--- config.mk ---
export PLATFORM = sky130hd
export DESIGN_NAME = mrp_host
export DESIGN_NICKNAME = d
export VERILOG_FILES = /design/src/mrp_pkg.sv /design/src/mrp_host.sv /design/src/mrp_timer.sv
export SDC_FILE = /design/constraint.sdc
export NUM_CORES = 1
export LEC_CHECK = 0
export ABC_AREA = 1
export BUFFER_PORTS_ARGS = -buffer_cell sky130_fd_sc_hd__buf_2
export CORE_MARGIN = 2
export CORE_UTILIZATION = 40
export CTS_CLUSTER_DIAMETER = 40
export DETAILED_ROUTE_END_ITERATION = 10
export GPL_ROUTABILITY_DRIVEN = 0
export GPL_TIMING_DRIVEN = 1
export SLEW_MARGIN = 25
export SYNTH_ARGS = -nofsm -noshare
export SYNTH_HDL_FRONTEND = slang
export SYNTH_HIERARCHICAL = 1
export SYNTH_SLANG_ARGS = --single-unit
--- constraint.sdc ---
create_clock -name sys_clk -period 2.8 [get_ports sys_clk]
set_clock_uncertainty 0.15 [all_clocks]
set_input_delay 0.14 -clock sys_clk [delete_from_list [all_inputs] [get_ports sys_clk]]
set_output_delay 0.14 -clock sys_clk [all_outputs]
set_load 0.1 [all_outputs]
--- src/mrp_pkg.sv ---
package mrp_pkg;
   // ----------------------------------------
   // Geometry
   // ----------------------------------------
   localparam int ADDR_W = 12;
   localparam int DATA_W = 8;
   localparam int WORDS = 4096;
   // ----------------------------------------
   // Timing
   // ----------------------------------------
   localparam int CLK_PERIOD_NS = 50;
   localparam int T_ACC_ADDR_NS = 450;
   localparam int T_ACC_SEL_NS = 200;
   localparam int T_CYCLE_NS = 450;
   // Least times round up
   localparam int ACC_ADDR_CYC =
      (T_ACC_ADDR_NS + CLK_PERIOD_NS - 1) / CLK_PERIOD_NS;
   localparam int ACC_SEL_CYC =
      (T_ACC_SEL_NS + CLK_PERIOD_NS - 1) / CLK_PERIOD_NS;
   localparam int CYCLE_CYC =
      (T_CYCLE_NS + CLK_PERIOD_NS - 1) / CLK_PERIOD_NS;
   localparam int WAIT_CYC =
      (ACC_ADDR_CYC > ACC_SEL_CYC) ? ACC_ADDR_CYC : ACC_SEL_CYC;
   localparam int CNT_W = 4;
   // ----------------------------------------
   // Reset values
   // ----------------------------------------
   localparam logic [ADDR_W-1:0] ADDR_RST = 12'h000;
   localparam logic [DATA_W-1:0] DATA_RST = 8'h00;
   localparam logic [CNT_W-1:0] CNT_RST = 4'h0;

   typedef enum logic [1:0] {MRP_IDLE, MRP_WAIT, MRP_HOLD} mrp_state_t;

   // Pins toward the memory
   typedef struct packed {
      logic [ADDR_W-1:0] word_addr;
      logic select_first;
      logic select_second;
   } mrp_pins_t;

   // Answer toward the user
   typedef struct packed {
      logic [DATA_W-1:0] data;
      logic valid;
      logic busy;
   } mrp_resp_t;
endpackage

--- src/mrp_host.sv ---
`timescale 1ns/100ps
// Operation
// (RL1) Drive a 12-bit word address selecting one of 4096 bytes.
// (RL2) Address bit 0 is least significant, bit 11 most significant.
// (RL3) Data bit 0 is least significant, bit 7 most; raw byte.
// (RL4) Memory drives data only while both selects are active.
// (RL5) Either select inactive floats the data lines.
// (RL6) Each select polarity is a fixed build-time setting.
// (RL7) Polarity 1 means active high, 0 active low, per select.
// (RL8) Output word holds while address and selects stay put.
// (RL9) Data is static; no strobe needed by the memory.
// (RL10) Sample no sooner than 450 ns after address stable.
// (RL11) Sample no sooner than 200 ns after selects become active.
// (RL12) Hold address a full read cycle; ignore data while accessing.
module mrp_host
#(
   parameter bit SEL1_ACT_HIGH = 1'b1,
   parameter bit SEL2_ACT_HIGH = 1'b1
)
(
   input wire logic sys_clk,
   input wire logic rstn,
   input wire logic req,
   input wire logic [mrp_pkg::ADDR_W-1:0] req_addr,
   output logic busy,
   output logic rd_valid,
   output logic [mrp_pkg::DATA_W-1:0] rd_data,
   output logic [mrp_pkg::ADDR_W-1:0] word_addr,
   output logic select_first,
   output logic select_second,
   input wire logic [mrp_pkg::DATA_W-1:0] rd_byte
);
   // ----------------------------------------
   // Select level helper
   // ----------------------------------------
   function automatic logic sel_level(input logic act_high,
                                      input logic on);
      sel_level = on ? act_high : ~act_high; // RL7
   endfunction

   // ----------------------------------------
   // State
   // ----------------------------------------
   typedef struct packed {
      mrp_pkg::mrp_state_t st;
      mrp_pkg::mrp_pins_t pins;
      mrp_pkg::mrp_resp_t resp;
   } mrp_host_t;
   mrp_host_t s;
   mrp_host_t next_s;
   logic tmr_start;
   logic tmr_done;

   mrp_timer u_timer
   (
      .sys_clk(sys_clk),
      .rstn(rstn),
      .start(tmr_start),
      .load(4'(mrp_pkg::WAIT_CYC)),
      .done(tmr_done)
   );

   // ----------------------------------------
   // Next state
   // ----------------------------------------
   always_comb
   begin
      next_s = s;
      tmr_start = 1'b0;
      next_s.resp.valid = 1'b0;
      case (s.st)
         mrp_pkg::MRP_IDLE:
         begin
            if (req)
            begin
               next_s.pins.word_addr = req_addr; // RL1 RL2
               next_s.pins.select_first = sel_level(SEL1_ACT_HIGH, 1'b1);
               next_s.pins.select_second =
                  sel_level(SEL2_ACT_HIGH, 1'b1); // RL4 RL6
               next_s.resp.busy = 1'b1;
               tmr_start = 1'b1;
               next_s.st = mrp_pkg::MRP_WAIT;
            end
         end
         mrp_pkg::MRP_WAIT:
         begin
            // Data lines ignored until access time passes
            if (tmr_done) // RL10 RL11 RL12
            begin
               next_s.resp.data = rd_byte; // RL3 RL9
               next_s.resp.valid = 1'b1;
               next_s.st = mrp_pkg::MRP_HOLD;
            end
         end
         mrp_pkg::MRP_HOLD:
         begin
            // Release bus so other memories may drive it
            next_s.pins.select_first = sel_level(SEL1_ACT_HIGH, 1'b0);
            next_s.pins.select_second =
               sel_level(SEL2_ACT_HIGH, 1'b0); // RL5
            next_s.resp.busy = 1'b0;
            next_s.st = mrp_pkg::MRP_IDLE;
         end
         default:
            next_s.st = mrp_pkg::MRP_IDLE;
      endcase
   end

   always_ff @(posedge sys_clk)
   begin
      if (!rstn)
      begin
         s.st <= mrp_pkg::MRP_IDLE;
         s.pins.word_addr <= mrp_pkg::ADDR_RST;
         s.pins.select_first <= ~SEL1_ACT_HIGH;
         s.pins.select_second <= ~SEL2_ACT_HIGH;
         s.resp.data <= mrp_pkg::DATA_RST;
         s.resp.valid <= 1'b0;
         s.resp.busy <= 1'b0;
      end
      else
         s <= next_s;
   end

   assign busy = s.resp.busy;
   assign rd_valid = s.resp.valid;
   assign rd_data = s.resp.data;
   assign word_addr = s.pins.word_addr;
   assign select_first = s.pins.select_first;
   assign select_second = s.pins.select_second;

   // ----------------------------------------
   // Checks
   // ----------------------------------------
   logic [3:0] act_cnt;
   always_ff @(posedge sys_clk)
   begin
      if (!rstn || s.st == mrp_pkg::MRP_IDLE)
         act_cnt <= 4'h0;
      else if (act_cnt != 4'hF)
         act_cnt <= act_cnt + 4'h1;
   end

   a_sample_after_access: assert property (@(posedge sys_clk) // RL10
      disable iff (!rstn) rd_valid |-> act_cnt >= 4'(mrp_pkg::ACC_ADDR_CYC))
      else $error("Sample before address access time");
   a_sample_after_select: assert property (@(posedge sys_clk) // RL11
      disable iff (!rstn) rd_valid |-> $past(select_first, 4) ==
      SEL1_ACT_HIGH && $past(select_second, 4) == SEL2_ACT_HIGH)
      else $error("Sample before select access time");
   a_addr_held: assert property (@(posedge sys_clk) // RL12
      disable iff (!rstn) (s.st == mrp_pkg::MRP_WAIT) |=> $stable(word_addr))
      else $error("Address changed during access");
   a_sel_active: assert property (@(posedge sys_clk) // RL4
      disable iff (!rstn) (s.st == mrp_pkg::MRP_WAIT) |->
      select_first == SEL1_ACT_HIGH && select_second == SEL2_ACT_HIGH)
      else $error("Selects not active during access");
   a_sel_release: assert property (@(posedge sys_clk) // RL5
      disable iff (!rstn) rd_valid |=> select_first != SEL1_ACT_HIGH &&
      select_second != SEL2_ACT_HIGH)
      else $error("Selects not released after read");
   a_data_capture: assert property (@(posedge sys_clk) // RL3
      disable iff (!rstn) rd_valid |-> rd_data == $past(rd_byte))
      else $error("Captured byte mismatch");
   a_valid_pulse: assert property (@(posedge sys_clk) // RL9
      disable iff (!rstn) rd_valid |=> !rd_valid)
      else $error("Valid longer than one cycle");
   a_req_addr: assert property (@(posedge sys_clk) // RL1
      disable iff (!rstn) (s.st == mrp_pkg::MRP_IDLE && req) |=>
      word_addr == $past(req_addr) ##9 rd_valid)
      else $error("Address or answer timing wrong");
endmodule

--- src/mrp_timer.sv ---
`timescale 1ns/100ps
module mrp_timer
(
   input wire logic sys_clk,
   input wire logic rstn,
   input wire logic start,
   input wire logic [mrp_pkg::CNT_W-1:0] load,
   output logic done
);
   // ----------------------------------------
   // Down counter
   // ----------------------------------------
   typedef struct packed {
      logic [mrp_pkg::CNT_W-1:0] cnt;
      logic run;
   } mrp_tmr_t;
   mrp_tmr_t s;
   mrp_tmr_t next_s;

   always_comb
   begin
      next_s = s;
      if (start)
      begin
         next_s.cnt = load;
         next_s.run = 1'b1;
      end
      else if (s.run)
      begin
         next_s.cnt = s.cnt - 4'h1;
         if (s.cnt == 4'h1)
            next_s.run = 1'b0;
      end
   end

   always_ff @(posedge sys_clk)
   begin
      if (!rstn)
      begin
         s.cnt <= mrp_pkg::CNT_RST;
         s.run <= 1'b0;
      end
      else
         s <= next_s;
   end

   assign done = s.run && (s.cnt == 4'h1);
endmodule
======== Yosys cells after proc, flatten, opt, wreduce, memory -nomap -nowiden ========
Cells that the tools add are included.
word-level totals
  output and inout bits ................... 24
  bits in registers ....................... 31
  bits of input ports ..................... 23
  logic and storage cells ................. 39
cells by class
  equality and inequality tests ........... 5
  bitwise logic cells ..................... 1
  $add $sub $neg .......................... 1
  muxes and demuxes ....................... 12
  reductions and logical operators ........ 10
operators by type and width
  cell                                              number
  2-to-1 mux 16 bit                                 1
  2-to-1 mux 5 bit                                  2
  AND reduction 2 bit                               5
  case mux 2 bit (2 select lines)                   2
  2-to-1 mux 1 bit                                  5
  == test 4 x 1 -> 1 bit, second input constant     1
  inequality test 2 bit, second input constant      2
  nonzero test 2 bit                                2
  subtractor 4 x 1 -> 4 bit, second input constant  1
  == test 2 x 1 -> 1 bit, second input constant     1
  == test 2 bit, second input constant              1
  zero test 2 bit                                   1
  2-to-1 mux 2 bit                                  1
  case mux 1 bit (2 select lines)                   1
  OR reduction 2 bit                                1
  logical AND 1 bit                                 1
  inverter 1 bit                                    1

======== Depth between registers and ports, before layout ========
  depth after elaboration ................. 4
  depth in mapped cells ................... 9

======== Hierarchy ========
Netlist, hierarchy kept.
modules (own cells, without submodules)
  module     cells an instance  times used  area an instance (sq um)
  mrp_host   172                1           1,303.8
  mrp_timer  44                 1           290.3

======== Least setup slack after synthesis ========
Ideal clock, no wire load.
  kind .................................... register to output
  start ................................... register select_first (netlist name)
  end ..................................... output select_second
  arrival ................................. 1.374 ns
  stages on the path, launching flop included .. 2
  data required time ...................... 2.510 ns
  path slack .............................. 1.136 ns
  path through ............................ dfxtp_1 buf_4
RTL lines
  element           RTL line        text
  end: declaration  mrp_host.sv:30  output logic select_second,

======== Worst setup path after layout ========
  start ................................... register u_timer/s[2] (netlist name)
  end ..................................... register s (netlist bit rd_data[6])
on the way
  cells in the longest elaborated chain, start to end .. 3
ends and longest elaborated chain
  element                               RTL line         text
  start: declaration                    mrp_timer.sv:17  mrp_tmr_t s;
  start signal: assignment              mrp_timer.sv:44  s <= next_s;
  == test 4 x 1 -> 1 bit                mrp_timer.sv:47  assign done = s.run && (s.cnt == 4'h1);
  logical AND 1 bit                     mrp_timer.sv:47
  net tmr_done                          mrp_host.sv:52   logic tmr_done;
  AND reduction 2 bit (no source line)  --
  end signal: assignment                mrp_host.sv:122  s <= next_s;
  end: declaration                      mrp_host.sv:49   mrp_host_t s;
The timed path passes the listed nets, and every way through them passes these cells.
A chain may end at the register's enable or synchronous reset.

==> summary.txt <==
mapped cell area - 1594 um2
Num Clock Sinks - 30
first-pass GRT wire length - 4823 um
Required @ worst endpoint - 2.87 ns
GRT Residual Overflow - 0
main flop type after synthesis - dfxtp_1
cts bufs inserted - 5
r2r worst-path depth - 8
EDFF count, synth - 0
top cell type by total area after synthesis - dfxtp_1
die area - 4506 um2
Worst VDD drop - 301.7 uV
Ys Warns - 6
Yosys top cell area share - 0.3768
RSZ-0062 raised after global routing - false
post-layout min period - 1.567 ns
io pins - 47
outcome - finished clean
Final Max Slew Viols - 0
worst slew pin tran - 0.5772 ns
overall power - 1.140 mW
WP data arrival - 1.64 ns
post-synthesis register bit count - 30
post-route ant nets - 0
core box area - 3744 um2
DP HPWL - 1850 um
register area share after synthesis - 0.3768
Avg Cell Area, Syn - 7.380 um2
Yosys cell types - 24
Resized cells post-CTS - 0
routed vias/inst - 4.330
Fin Setup TNS - 0 ns
highest clock rate - 0.6381 GHz
die width - 67.13 um
WL per Instance - 9.427 um
H-tree depth - 2
CTS tree - built
Global Route Usage Sum - 0.1417
FFs w/ async S/R, synth - 0
fillcell total - 408
Setup WS pre-CTS - 1.250 ns
Commonest cells post-synth - nand2_1 (40), inv_1 (31), dfxtp_1 (30)
crit path cell chain - inv_1 -> ha_1 -> nand2_1 -> nor2_1 -> nand3_4 -> nand2_1 -> nand2_1 -> nor2_1
Min-Delay Path Class - primary input to register
final hold vios - 0
antenna cells - 0
CP Class - register to register
initial core utilization - 0.4258
via count - 1,299
share of cells above drive strength 1 - 0.3135
Final nets - 276
Hold Path Depth - 5
Setup-failing EPs final - 0
Slowest-stage cell, CP - dfxtp_1
Leakage - 0.9965 nW
Crit. End Element - register
vias in the first global route - 1,158
initial antenna violation count - 0
clock slew at reported path FFs - 0.06 ns
Die H - 67.13 um
synth top area cells - dfxtp_1 (38%), buf_4 (10%), nand2_1 (9.4%)
PortBufs - 46
P&R area growth vs syn - 16.01%
Crit path top cell by count - nand2_1
DRC viols - 0
CP max FO - 18
CTS Root Cell - clkbuf_8
First DRT Iteration DRCs - 81
top-count cell post-synth - nand2_1
largest net degree at the start of global routing - 28
latest clock arrival within the worst-skew pair - 0.28 ns
max-cap violation count - 0
setup bufs post-CTS - 0
CTS Buffer Depth - 2
critical path startpoint category - register
PnR worst setup slack - 1.233 ns
relative slew slack - 0.6152
Synth Instances - 216
maximum single-stage delay on the critical path - 0.33 ns
final period utilization - 0.5597
# rows - 22
First-pass DRT Iterations - 4
Pwr per Cell Area - 616.4 nW/um2
DRT Wirelength - 2828 um
## state kept, by name (all words and copies together) (netlist names)
register	flops
busy	1
rd_data	8
rd_valid	1
s	2
select_first	1
u_timer/s	5
word_addr	12
## cell type report
class                      instances  area (um2)  share of cell area
tap                               48       60.06             0.03248
clock buffer                       7       86.33             0.04668
inverter                          33       123.9             0.06698
clock inverter                     1       5.005            0.002706
timing repair buffer              55       317.8              0.1719
multi-input combinational        126       655.6              0.3545
sequential                        30       600.6              0.3248
## layout by cell type (no fill, tap or decap), drive strengths merged
cell type	count
buf	47
nand2	41
nor2	39
inv	33
dfxtp	30
a21oi	17
nand3	17
dlygate4sd3	8
clkbuf	7
conb	4
o21ai	2
a22oi	2
ha	2
nand3b	1
clkinv	1
xor2	1
## where the power goes
group	internal [mW]	switching [mW]	total, mW
sequential	0.455	0.0189	0.474
clock	0.198	0.159	0.357
combinational	0.0743	0.234	0.309
total	0.727	0.413	1.14
## routing by layer
| layer | vias up | wire, um | share of wire | track usage |
|---|---|---|---|---|
| li1 | 695 | - | - | - |
| met1 | 558 | 1261 | 0.45 | 0.1618 |
| met2 | 42 | 1318 | 0.47 | 0.2450 |
| met3 | 4 | 218 | 0.077 | 0.05068 |
| met4 | 0 | 29 | 0.010 | 0.04592 |
| met5 | - | 0 | 0 | 0 |
## worst max-delay path: cells and delay by family (launching register included)
family	cells	cell delay [ns]
simple gates	6	0.79
flops	1	0.33
fa+ha+maj	1	0.14
buf+inv	1	0.09
## logic make-up (layout without fill, tap and decap cells)
logic type / after synthesis / after routing / share of synthesized area
simple gates: 98 / 98 / 0.3045
compound gates: 21 / 21 / 0.07614
fa+ha+maj: 2 / 2 / 0.01570
other cells: 2 / 4 / 0.004711
flops: 30 / 30 / 0.3768
buf+inv: 62 / 96 / 0.2166
xor+xnor: 1 / 1 / 0.005496
## final timing paths
check / slack (ns) / endpoint / startpoint
worst max-delay path: 1.23 / rd_data[6]$_SDFFE_PN0P_ / u_timer/s[2]$_SDFFE_PN0P_
worst min-delay path: 0.02 / word_addr[4]$_SDFFE_PN0P_ / req_addr[4]
worst max register to register: 1.23 / rd_data[6]$_SDFFE_PN0P_ / u_timer/s[2]$_SDFFE_PN0P_
worst min register to register: 0.32 / busy$_SDFFE_PN0P_ / busy$_SDFFE_PN0P_
## through the flow
stage / instance area, um2 / std cells / util / hold WS (ns)
detailed placement: 1678 / 284 / 0.4482 / 0.2270
finish: 1849 / 300 / 0.4940 / 0.01889
global route: 1849 / 300 / 0.4940 / 0.04484
global placement: 1678 / 284 / 0.4482 / 0.2213
CTS: 1849 / 300 / 0.4940 / 0.01406
floorplan: 1602 / 218 / - / 0.08763
## what timing repair did
action | CTS | global route
endpoints found under the setup margin | 0 | 0
endpoints found under the hold margin | 8 | 0
hold buffers | 8 | 0
(Power assumes the default switching activity.)
